$ cat src/hdl/ccg_regs.vh
// constants for the counter gate generator: register map, fields, counts
`ifndef CCG_REGS_VH
`define CCG_REGS_VH

// ==========================================================
// register offsets (byte addresses, low 8 address bits)
`define CCG_OFS_CTRL 8'h00
`define CCG_OFS_CMD 8'h04
`define CCG_OFS_STATUS 8'h08
`define CCG_OFS_COUNT 8'h0C

// ==========================================================
// control register fields and reset value
`define CCG_CTRL_REFINT 0
`define CCG_CTRL_CODE_LSB 1
`define CCG_CTRL_CODE_MSB 3
`define CCG_CTRL_RESET 32'h00000003
`define CCG_CTRL_RESET_REFINT 1'b1
`define CCG_CTRL_RESET_CODE 3'h1

// ==========================================================
// command register bits (write one, self clearing)
`define CCG_CMD_INIT 0
`define CCG_CMD_START 1
`define CCG_CMD_RELEASE 2
`define CCG_CMD_SRST 3

// ==========================================================
// status register bits
`define CCG_STS_GATE 0
`define CCG_STS_ARM 1
`define CCG_STS_CTL 2
`define CCG_STS_TERM 3
`define CCG_STS_START 4
`define CCG_STS_DONE 5

// ==========================================================
// reference prescaler: 10 MHz reference edges per 100 kHz period
`define CCG_REF_DIV 7'h64
`define CCG_REF_HALF 7'h32

// ==========================================================
// gate time codes and divide ratios in 100 kHz clocks
`define CCG_CODE_100US 3'h1
`define CCG_CODE_1MS 3'h2
`define CCG_CODE_10MS 3'h3
`define CCG_CODE_100MS 3'h4
`define CCG_CODE_1S 3'h5
`define CCG_RATIO_100US 17'h0000A
`define CCG_RATIO_1MS 17'h00064
`define CCG_RATIO_10MS 17'h003E8
`define CCG_RATIO_100MS 17'h02710
`define CCG_RATIO_1S 17'h186A0

// ==========================================================
// bus responses
`define CCG_RESP_OKAY 2'h0
`define CCG_RESP_SLVERR 2'h2

`endif

$ cat src/hdl/ccg_rate_div.v
// edge-counting divider: rise and fall pulses plus a square level
`timescale 1ns/100ps
`default_nettype none

module ccg_rate_div #(
  parameter [6:0] DIV = 7'h64,
  parameter [6:0] HALF = 7'h32
) (
  // clock and reset
  input wire i_clk,
  input wire i_rst,
  // input event
  input wire i_en,
  // divided outputs
  output reg o_rise,
  output reg o_fall,
  output reg o_level
);

  reg [6:0] cnt_q;

  // ==========================================================
  // counter and derived edges
  always @(posedge i_clk or posedge i_rst) begin
    if (i_rst) begin
      cnt_q <= 7'h00;
      o_rise <= 1'b0;
      o_fall <= 1'b0;
      o_level <= 1'b0;
    end else begin
      o_rise <= 1'b0;
      o_fall <= 1'b0;
      if (i_en) begin
        if (cnt_q == DIV - 7'h01) begin
          cnt_q <= 7'h00;
          o_rise <= 1'b1;
          o_level <= 1'b1;
        end else begin
          cnt_q <= cnt_q + 7'h01;
          if (cnt_q == HALF - 7'h01) begin
            o_fall <= 1'b1;
            o_level <= 1'b0;
          end
        end
      end
    end
  end

endmodule // ccg_rate_div

`default_nettype wire

$ cat src/hdl/ccg_gate_gen.v
// counter gate generator: reference select, prescaler, gate timing, bus slave
//
// Function
// prescaler divides selected reference by 100
// 50 kHz from inverted 100 kHz, toggled
// select high uses internal reference, drives out
// select low disables internal, uses external
// three-bit code picks ratio ten to 1e5
// gate flop on 100 kHz, enables only
// idle: control flag clear, divider free-runs
// control flag set clears arm, divider
// first clock after init clears gate flop
// host starts by briefly clearing control flag
// next clock sets arm flag
// following clock opens gate, divider counts
// divider terminal high after half count
// terminal count sets control, clears arm
// next clock closes gate, exact count
// host clears control flag, divider free-runs
// soft reset clears flags, gate closed
// gate active high between open, close
`timescale 1ns/100ps
`default_nettype none
`include "ccg_regs.vh"

module ccg_gate_gen (
  // clock and reset
  input wire i_clk,
  input wire i_sys_rst,
  // reference inputs, synchronous levels
  input wire i_int_ref,
  input wire i_ext_ref,
  // reference output and derived clocks
  output reg o_ref_out,
  output reg o_ref_out_en,
  output reg o_clk_100k,
  output reg o_clk_50k,
  // gate to the count chain
  output reg o_gate,
  // axi4-lite write address
  input wire i_s_axi_awvalid,
  output reg o_s_axi_awready,
  input wire [7:0] i_s_axi_awaddr,
  input wire [2:0] i_s_axi_awprot,
  // axi4-lite write data
  input wire i_s_axi_wvalid,
  output reg o_s_axi_wready,
  input wire [31:0] i_s_axi_wdata,
  input wire [3:0] i_s_axi_wstrb,
  // axi4-lite write response
  output reg o_s_axi_bvalid,
  input wire i_s_axi_bready,
  output reg [1:0] o_s_axi_bresp,
  // axi4-lite read address
  input wire i_s_axi_arvalid,
  output reg o_s_axi_arready,
  input wire [7:0] i_s_axi_araddr,
  input wire [2:0] i_s_axi_arprot,
  // axi4-lite read data
  output reg o_s_axi_rvalid,
  input wire i_s_axi_rready,
  output reg [31:0] o_s_axi_rdata,
  output reg [1:0] o_s_axi_rresp
);

  // ==========================================================
  // declarations
  reg ref_int_q;
  reg [2:0] code_q;
  reg ref_prev_q;
  reg ctl_q;
  reg arm_q;
  reg start_q;
  reg done_q;
  reg [16:0] cnt_q;
  reg [16:0] ratio;
  reg aw_full_q;
  reg w_full_q;
  reg [7:0] awaddr_q;
  reg [31:0] wdata_q;
  reg [3:0] wstrb_q;
  reg [31:0] rd_mux;
  reg rd_hit;
  wire ref_sel;
  wire ref_edge;
  wire tick_100k;
  wire fall_100k;
  wire level_100k;
  wire [16:0] last_cnt;
  wire term_lvl;
  wire term_evt;
  wire wr_do;
  wire wr_ctrl;
  wire wr_cmd;
  wire cmd_init;
  wire cmd_start;
  wire cmd_release;
  wire cmd_srst;
  wire start_ok;
  wire [31:0] status_word;

  // ==========================================================
  // reference source selection
  assign ref_sel = ref_int_q ? i_int_ref : i_ext_ref;
  assign ref_edge = ref_sel & ~ref_prev_q;

  always @(posedge i_clk or posedge i_sys_rst) begin
    if (i_sys_rst) begin
      ref_prev_q <= 1'b0;
      o_ref_out <= 1'b0;
      o_ref_out_en <= 1'b0;
    end else begin
      ref_prev_q <= ref_sel;
      o_ref_out <= ref_int_q & i_int_ref;
      o_ref_out_en <= ref_int_q;
    end
  end

  // ==========================================================
  // reference prescaler, one pulse per 100 reference edges
  ccg_rate_div #(
    .DIV(`CCG_REF_DIV),
    .HALF(`CCG_REF_HALF)
  ) u_reference_prescaler (
    .i_clk(i_clk),
    .i_rst(i_sys_rst),
    .i_en(ref_edge),
    .o_rise(tick_100k),
    .o_fall(fall_100k),
    .o_level(level_100k)
  );

  // ==========================================================
  // derived clock outputs
  always @(posedge i_clk or posedge i_sys_rst) begin
    if (i_sys_rst) begin
      o_clk_100k <= 1'b0;
      o_clk_50k <= 1'b0;
    end else begin
      o_clk_100k <= level_100k;
      // half-rate toggle on the rise of the inverted clock
      if (fall_100k) begin
        o_clk_50k <= ~o_clk_50k;
      end
    end
  end

  // ==========================================================
  // gate time ratio and divider terminal
  always @* begin
    case (code_q)
      `CCG_CODE_100US: ratio = `CCG_RATIO_100US;
      `CCG_CODE_1MS: ratio = `CCG_RATIO_1MS;
      `CCG_CODE_10MS: ratio = `CCG_RATIO_10MS;
      `CCG_CODE_100MS: ratio = `CCG_RATIO_100MS;
      `CCG_CODE_1S: ratio = `CCG_RATIO_1S;
      default: ratio = `CCG_RATIO_100US;
    endcase
  end

  assign last_cnt = ratio - 17'h00001;
  assign term_lvl = (cnt_q >= {1'b0, ratio[16:1]});
  assign term_evt = tick_100k & arm_q & o_gate & (cnt_q == last_cnt);

  // ==========================================================
  // register write decode
  assign wr_do = aw_full_q & w_full_q & ~o_s_axi_bvalid;
  assign wr_ctrl = wr_do & (awaddr_q[7:2] == `CCG_OFS_CTRL >> 2);
  assign wr_cmd = wr_do & (awaddr_q[7:2] == `CCG_OFS_CMD >> 2) & wstrb_q[0];
  assign cmd_init = wr_cmd & wdata_q[`CCG_CMD_INIT];
  assign cmd_start = wr_cmd & wdata_q[`CCG_CMD_START];
  assign cmd_release = wr_cmd & wdata_q[`CCG_CMD_RELEASE];
  assign cmd_srst = wr_cmd & wdata_q[`CCG_CMD_SRST];
  // a start pulse only counts while the control flag is set and the gate is not armed
  assign start_ok = cmd_start & ctl_q & ~arm_q & ~cmd_init;

  // ==========================================================
  // control register
  always @(posedge i_clk or posedge i_sys_rst) begin
    if (i_sys_rst) begin
      ref_int_q <= `CCG_CTRL_RESET_REFINT;
      code_q <= `CCG_CTRL_RESET_CODE;
    end else if (wr_ctrl && wstrb_q[0]) begin
      ref_int_q <= wdata_q[`CCG_CTRL_REFINT];
      code_q <= wdata_q[`CCG_CTRL_CODE_MSB:`CCG_CTRL_CODE_LSB];
    end
  end

  // ==========================================================
  // gate control flag
  always @(posedge i_clk or posedge i_sys_rst) begin
    if (i_sys_rst) begin
      ctl_q <= 1'b0;
    end else if (cmd_srst) begin
      ctl_q <= 1'b0;
    end else if (term_evt || cmd_init) begin
      ctl_q <= 1'b1;
    end else if (start_ok || cmd_release) begin
      ctl_q <= 1'b0;
    end
  end

  // ==========================================================
  // start pending, held until the next 100 kHz clock
  always @(posedge i_clk or posedge i_sys_rst) begin
    if (i_sys_rst) begin
      start_q <= 1'b0;
    end else if (cmd_srst || cmd_init) begin
      start_q <= 1'b0;
    end else if (start_ok) begin
      start_q <= 1'b1;
    end else if (tick_100k) begin
      start_q <= 1'b0;
    end
  end

  // ==========================================================
  // gate arm flag
  always @(posedge i_clk or posedge i_sys_rst) begin
    if (i_sys_rst) begin
      arm_q <= 1'b0;
    end else if (cmd_srst) begin
      arm_q <= 1'b0;
    end else if (ctl_q || cmd_init || term_evt) begin
      arm_q <= 1'b0;
    end else if (tick_100k && start_q) begin
      arm_q <= 1'b1;
    end
  end

  // ==========================================================
  // gate output flop, moves only on the 100 kHz clock or a soft reset
  always @(posedge i_clk or posedge i_sys_rst) begin
    if (i_sys_rst) begin
      o_gate <= 1'b0;
    end else if (cmd_srst) begin
      o_gate <= 1'b0;
    end else if (tick_100k) begin
      if (arm_q && !o_gate) begin
        o_gate <= 1'b1;
      end else if (!arm_q) begin
        o_gate <= 1'b0;
      end
    end
  end

  // ==========================================================
  // gate time divider
  always @(posedge i_clk or posedge i_sys_rst) begin
    if (i_sys_rst) begin
      cnt_q <= 17'h00000;
    end else if (cmd_srst || cmd_init || ctl_q || start_q) begin
      cnt_q <= 17'h00000;
    end else if (tick_100k) begin
      if (arm_q && !o_gate) begin
        cnt_q <= 17'h00001;
      end else if (arm_q) begin
        cnt_q <= term_evt ? 17'h00000 : cnt_q + 17'h00001;
      end else if (cnt_q >= last_cnt) begin
        cnt_q <= 17'h00000;
      end else begin
        cnt_q <= cnt_q + 17'h00001;
      end
    end
  end

  // ==========================================================
  // sticky done: set by the closing clock, cleared by init
  always @(posedge i_clk or posedge i_sys_rst) begin
    if (i_sys_rst) begin
      done_q <= 1'b0;
    end else if (tick_100k && !arm_q && o_gate) begin
      done_q <= 1'b1;
    end else if (cmd_init || cmd_srst) begin
      done_q <= 1'b0;
    end
  end

  // ==========================================================
  // axi4-lite write channels
  always @(posedge i_clk or posedge i_sys_rst) begin
    if (i_sys_rst) begin
      o_s_axi_awready <= 1'b1;
      o_s_axi_wready <= 1'b1;
      o_s_axi_bvalid <= 1'b0;
      o_s_axi_bresp <= `CCG_RESP_OKAY;
      aw_full_q <= 1'b0;
      w_full_q <= 1'b0;
      awaddr_q <= 8'h00;
      wdata_q <= 32'h00000000;
      wstrb_q <= 4'h0;
    end else begin
      if (o_s_axi_awready && i_s_axi_awvalid) begin
        o_s_axi_awready <= 1'b0;
        aw_full_q <= 1'b1;
        awaddr_q <= i_s_axi_awaddr;
      end
      if (o_s_axi_wready && i_s_axi_wvalid) begin
        o_s_axi_wready <= 1'b0;
        w_full_q <= 1'b1;
        wdata_q <= i_s_axi_wdata;
        wstrb_q <= i_s_axi_wstrb;
      end
      if (wr_do) begin
        aw_full_q <= 1'b0;
        w_full_q <= 1'b0;
        o_s_axi_bvalid <= 1'b1;
        if (awaddr_q[7:2] <= `CCG_OFS_COUNT >> 2) begin
          o_s_axi_bresp <= `CCG_RESP_OKAY;
        end else begin
          o_s_axi_bresp <= `CCG_RESP_SLVERR;
        end
      end
      if (o_s_axi_bvalid && i_s_axi_bready) begin
        o_s_axi_bvalid <= 1'b0;
        o_s_axi_awready <= 1'b1;
        o_s_axi_wready <= 1'b1;
      end
    end
  end

  // ==========================================================
  // read data selection
  assign status_word = {26'h0000000, done_q, start_q, term_lvl, ctl_q, arm_q, o_gate};

  always @* begin
    rd_hit = 1'b1;
    case (i_s_axi_araddr[7:2])
      `CCG_OFS_CTRL >> 2: rd_mux = {28'h0000000, code_q, ref_int_q};
      `CCG_OFS_CMD >> 2: rd_mux = 32'h00000000;
      `CCG_OFS_STATUS >> 2: rd_mux = status_word;
      `CCG_OFS_COUNT >> 2: rd_mux = {15'h0000, cnt_q};
      default: begin
        rd_mux = 32'h00000000;
        rd_hit = 1'b0;
      end
    endcase
  end

  // ==========================================================
  // axi4-lite read channels
  always @(posedge i_clk or posedge i_sys_rst) begin
    if (i_sys_rst) begin
      o_s_axi_arready <= 1'b1;
      o_s_axi_rvalid <= 1'b0;
      o_s_axi_rdata <= 32'h00000000;
      o_s_axi_rresp <= `CCG_RESP_OKAY;
    end else begin
      if (o_s_axi_arready && i_s_axi_arvalid) begin
        o_s_axi_arready <= 1'b0;
        o_s_axi_rvalid <= 1'b1;
        o_s_axi_rdata <= rd_mux;
        o_s_axi_rresp <= rd_hit ? `CCG_RESP_OKAY : `CCG_RESP_SLVERR;
      end
      if (o_s_axi_rvalid && i_s_axi_rready) begin
        o_s_axi_rvalid <= 1'b0;
        o_s_axi_arready <= 1'b1;
      end
    end
  end

endmodule // ccg_gate_gen

`default_nettype wire

$ cat config.mk
export PLATFORM = sky130hd
export DESIGN_NAME = ccg_gate_gen
export DESIGN_NICKNAME = d
export VERILOG_FILES = /design/src/hdl/ccg_rate_div.v /design/src/hdl/ccg_gate_gen.v
export VERILOG_INCLUDE_DIRS = /design/src /design/src/hdl
export SDC_FILE = /design/constraint.sdc
export NUM_CORES = 1
export LEC_CHECK = 0
export BUFFER_PORTS_ARGS = -buffer_cell sky130_fd_sc_hd__buf_2
export CORE_ASPECT_RATIO = 0.75
export CORE_MARGIN = 4
export CORE_UTILIZATION = 48
export CTS_BUF_LIST = sky130_fd_sc_hd__clkbuf_16
export CTS_CLUSTER_SIZE = 25
export DETAILED_ROUTE_END_ITERATION = 8
export PLACE_DENSITY = 0.83
export SLEW_MARGIN = 20
export SYNTH_ARGS = -nofsm -noshare
export SYNTH_HDL_FRONTEND = slang
export SYNTH_SLANG_ARGS = --single-unit
$ cat constraint.sdc
create_clock -name i_clk -period 3 [get_ports i_clk]
set_input_delay 0.45 -clock i_clk [delete_from_list [all_inputs] [get_ports i_clk]]
set_output_delay 0.45 -clock i_clk [all_outputs]
set_load 0.03 [all_outputs]
After elaboration in Yosys (flattened, before gate mapping). Cells that the tools add are included.

Bits of input ports: 67. Word-level logic and storage cells: 156. Output and inout bits: 46. Register bits: 97.

Reductions and logical operators: 37. Eq/ne operators: 12. $add $sub $neg: 3. Bitwise operators: 22. $lt $le $gt $ge: 3. Mux-type cells: 49.

Operators with widths (number): 17-bit 2-to-1 mux (6); 17-bit one-hot mux with 4 select lines (1); 17-bit one-hot mux with 3 select lines (1); 1-bit 2-to-1 mux (38); 2-bit nonzero test (10); 17-bit by 1-bit adder with 17-bit output, second input constant (1); 1-bit AND (17); 17-bit equality test (1); 17-bit by 16-bit >= comparator with 1-bit output (1); 17-bit >= comparator (1); 17-bit by 1-bit subtractor with 17-bit output, second input constant (1); 6-bit by 1-bit equality test with 1-bit output, second input constant (2); 6-bit by 2-bit equality test with 1-bit output, second input constant (2); 6-bit logical NOT (2); 1-bit logical AND (10); 3-bit nonzero test (3); 7-bit by 1-bit adder with 7-bit output, second input constant (1); 7-bit by 6-bit equality test with 1-bit output, second input constant (1); 7-bit equality test, second input constant (1); 1-bit logical OR (7); 7-bit 2-to-1 mux (1); 3-bit by 2-bit equality test with 1-bit output, second input constant (2); 3-bit equality test, second input constant (2); 6-bit by 2-bit less-or-equal comparator with 1-bit output, second input constant (1); 6 further kinds (13).

Longest topological paths before layout.
Depth in word-level cells: 12. Gate-level depth with buffers: 11.

Modules after synthesis. From an unflattened synthesis, not the netlist that was laid out.

Cells, all modules: 449. Area, all modules: 4476.8 um^2.

Modules (own cells, without submodules): ccg_gate_gen (area each 3970.1 um^2, sequential area each 1707.9 um^2, cells an instance 402, times used 1); ccg_rate_div (area each 506.7 um^2, sequential area each 250.2 um^2, cells an instance 47, times used 1).

Worst setup path before layout. No wires, ideal clock.

Kind: register to register. From: register code_q[1]. To: register cnt_q[13]. Path slack: 0.152 ns. Data required time: 2.867 ns. Cell stages (with the launch flop): 12. Period minus slack after synthesis: 2.848 ns. Setup time: 0.133 ns. Data arrival time: 2.715 ns. Path buffers: 2. Cells stage by stage: dfrtp_1 nor2b_1 clkbuf_1 nand2_1 ha_1 nand4_1 nor4_1 nor2_1 o31a_1 clkbuf_1 a32oi_1 o31ai_1.

Cells in the longest elaborated chain, start to end: 10. Elaborated cells between the ends (all ways): 15. Those cells by class: 1 x add/sub; 1 x order compare; 5 x eq/ne; 7 x mux; 1 x bitwise.

Ends and longest elaborated chain: from (decl) (RTL line ccg_gate_gen.v:69) `reg [2:0] code_q;`; from (signal assigned) (RTL line ccg_gate_gen.v:182) `` code_q <= `CCG_CTRL_RESET_CODE; ``; from (signal assigned) (RTL line ccg_gate_gen.v:185) `` code_q <= wdata_q[`CCG_CTRL_CODE_MSB:`CCG_CTRL_CODE_LSB]; ``; 3-bit equality test / 3-bit by 2-bit equality test with 1-bit output (equally long branches) (RTL line ccg_gate_gen.v:151) `case (code_q)`; 17-bit one-hot mux with 4 select lines (*) (RTL line ccg_gate_gen.v:151); 17-bit by 1-bit subtractor with 17-bit output (*) (RTL line ccg_gate_gen.v:161) `assign last_cnt = ratio - 17'h00001;`; branches (longest 3 deep; another with 17-bit >= comparator); 17-bit 2-to-1 mux (*) (RTL line ccg_gate_gen.v:257) `end else if (arm_q) begin`; 17-bit 2-to-1 mux (*) (RTL line ccg_gate_gen.v:255) `if (arm_q && !o_gate) begin`; 17-bit 2-to-1 mux (*) (RTL line ccg_gate_gen.v:254) `end else if (tick_100k) begin`; 17-bit 2-to-1 mux (*) (RTL line ccg_gate_gen.v:252) `end else if (cmd_srst || cmd_init || ctl_q || start_q) begin`; to (signal assigned) (RTL line ccg_gate_gen.v:258) `cnt_q <= term_evt ? 17'h00000 : cnt_q + 17'h00001;`; to (signal assigned) (RTL line ccg_gate_gen.v:262) `cnt_q <= cnt_q + 17'h00001;`; to (decl) (RTL line ccg_gate_gen.v:75) `reg [16:0] cnt_q;`.

Mark *: on every way between the ends. The select of a mux whose other input is x is not followed. A chain may end at the register's enable or synchronous reset.

Worst setup path in the final report.
From: register code_q[2]. To: register cnt_q[16].

The elaborated chain is that of the path after synthesis.

==> summary.txt <==
status: completed
Port Buffers: 54
Yosys Warn Count: 0
Final Skew: 0.00734 ns
FF+latch count, synth: 78
number of global-route vias before repair: 3599
placer congestion estimate: 0.850
crit end category: register
Die Area: 10900 µm²
Post-synth EDFFs: 0
drt first pass iters: 5
HP Class: in2async
Slew @ Worst Pin: 0.842 ns
io pins: 113
FF-to-FF End: cnt_q[16]
Total Wirelength: 10.8 mm
normalized max-slew margin: 43.3%
area leader, netlist: dfrtp_1
CTS tree: yes
max-slew violations: 0
CP Depth: 13
row count: 30
syn_area_per_cell: 9.86 µm²
Startpoint Class: register
internal reg-to-reg setup slack: 0.19 ns
ranking of synthesized cells by area: dfrtp_1 41%, ha_1 8.9%, mux2_2 4.5%
CP Cell Sequence: nor2b_1, buf_6, nand2b_1, a21boi_0, ha_1, nand2_1, nor4_1, buf_4, nor2_1, o31a_1, buf_12, a32oi_1, o31ai_1
commonest non-fill, non-tap cell in the layout: dfrtp_1
Critical path buffers and inverters: 3
H-tree depth: 3
Die X: 120 µm
DRC viols: 0
share of layout cells above drive strength 1: 22.4%
RSZ-0062 raised after global routing: no
Initial Util: 49.3%
Post-Syn Area: 4480 µm²
Layout area overhead: 17.1%
Total Routing Usage GR: 19.6%
FMAX: 356 MHz
fillers: 783
first-pass GRT wire length: 17.5 mm
Hold-fix buffers, CTS: 0
Core ar.: 9080 µm²
Initial DRC Count: 268
Sequential Area: 1960 µm²
Unique masters post-synth: 55
crit path time final: 2.81 ns
largest net degree at the start of global routing: 41
post-synthesis sequential area ratio: 43.8%
worst IR drop on VDD: 0.553 mV
Max-Cap Viols: 0
Total Power: 0.00393 W
worst path required time: 3.20 ns
Critical Path Max Stage Delay: 0.37 ns
Critical path destination: cnt_q[16]
number of vias in the routed layout: 3728
Crit-path slowest cell: dfrtp_1
Bufs on Longest Clock Path: 2
CTS root buf: clkbuf_16
family with the most delay on the worst path: compound AO/OA/AOI/OAI gates
clk slew on worst S/H paths: 0.06 ns
Worst Path Max Fanout: 18
ys async rst share: 100%
die height: 91.6 µm
initial antenna violation count: 0
Pleak: 2.50 nW
worst skew pair latency: 0.34 ns
fin crit share: 93.8%
crit path from: code_q[2]
Synth top area share: 40.8%
post-detail-place hpwl: 7.80 mm
Pwr per Cell Area: 750 nW/µm²
PnR worst setup slack: 0.187 ns
critical path class: reg2reg
TritonCTS buffer count: 9
Syn Inst Count: 454
Reg2Reg Depth: 13
ys flop type: dfrtp_1
Arr. time, crit path: 3.02 ns
Setup violations, final: 0
number of routed nets with antenna violations: 0
nets@finish: 617
DR vias/cell: 5.73
commonest non-fill, non-tap cells in the layout: 73 x dfrtp_1, 54 x buf_2, 40 x nand2_1, 32 x ha_1
Overflow after GRT: 0
multi-input logic area: 2300 µm²
Avg WL per Cell: 16.6 µm
final core occ: 57.7%
Final Hold Fails: 0
worst r2r src: code_q[2]
# clock sinks: 78
dpl ws: -0.00810 ns
ANT cells: 0
-- power breakdown --
group          total (W)  switching [W]  internal (W)
Sequential       0.00156       0.000267       0.00129
Clock            0.00112       0.000405      0.000717
Combinational    0.00125       0.000726      0.000527
Total            0.00393        0.00140       0.00254
-- repair_timing --
action                                  4_1_cts  5_1_grt
pin swaps                                     0        1
buffers inserted                              0        8
endpoints found under the setup margin        1        9
gates resized for setup                       1        3
-- cells in the mapped netlist (2+ instances only) --
cell and number:
nor4b_1 3, a22oi_1 4, nor3_1 3, a32oi_1 5, nor2b_1 7, a21o_1 4
nand3_1 16, and2_1 6, nor4_1 6, dfrtp_1 73, a21oi_1 24, a22o_1 12
nand2b_1 10, xor2_1 4, nand4_1 9, mux2i_1 8, buf_6 2, and4_1 3
o21ai_0 23, ha_1 32, and3_1 9, nand2_1 40, dfstp_2 5, nand3b_1 2
o31ai_1 4, o22ai_1 4, clkbuf_1 16, nor2_1 25, inv_1 23, a31oi_1 8
a221oi_1 2, xnor2_1 3, buf_4 17, mux2_2 18, conb_1 2, o21ai_1 2
a21boi_0 2
-- cell families after synthesis --
group | share of synthesized area, %
AND/OR/NAND/NOR | 17.9
buffers and inverters | 6.74
other | 0.168
XOR/XNOR | 1.37
multiplexers | 6.32
adder cells (fa/ha/maj) | 8.95
flip-flops | 43.8
AO/OA/AOI/OAI | 14.8
-- worst reg2reg max path, cell delays in order, from the launching register on --
cell and delay [ns]:
dfrtp_1 0.37, nor2b_1 0.20, buf_6 0.17, nand2b_1 0.10, a21boi_0 0.15, ha_1 0.31, nand2_1 0.06, nor4_1 0.28
buf_4 0.20, nor2_1 0.05, o31a_1 0.30, buf_12 0.17, a32oi_1 0.22, o31ai_1 0.11
-- metrics by stage --
stage          TNS (ns)  instance area [µm²]  instances  hold WS (ns)
5_1_grt               0                 5240        651         0.307
4_1_cts               0                 5160        643         0.296
3_5_place_dp   -0.00810                 4850        627         0.367
6_report              0                 5240        651         0.283
2_1_floorplan         0                 4540        472         0.355
3_3_place_gp          0                 4850        627         0.364
-- registers in the layout, summed over array words and instances, names as in the netlist, 3 cells and up --
name	count
u_reference_prescaler.cnt_q	7
awaddr_q	6
cnt_q	17
o_s_axi_rdata	17
wdata_q	4
code_q	3
-- worst min-delay path by stage --
| stage | cells past startpoint | slack (ns) | endpoint |
|---|---|---|---|
| after floorplan | 0 | 0.35 | o_clk_100k |
| after global placement | 0 | 0.36 | o_clk_100k |
| after detailed placement | 0 | 0.37 | o_clk_100k |
| after CTS | 2 | 0.30 | o_ref_out |
| after global routing | 2 | 0.31 | o_s_axi_awready |
| final | 2 | 0.28 | o_ref_out |
-- area by class of cell --
type	count	area share [%]
timing repair buffer	71	8.14
sequential	78	37.4
clock inverter	7	1.60
inverter	23	1.65
clock buffer	9	4.30
tap	128	3.06
multi-input combinational	335	43.9
-- layer usage --
metal / wire (µm) / GRT usage (%) / vias up
met4: 133 / 5.82 / 0
met1: 4450 / 24.6 / 1824
met5: 0 / 0 / -
li1: - / - / 1735
met2: 5340 / 32.4 / 152
met3: 894 / 6.23 / 17
(Power assumes the default switching activity.)
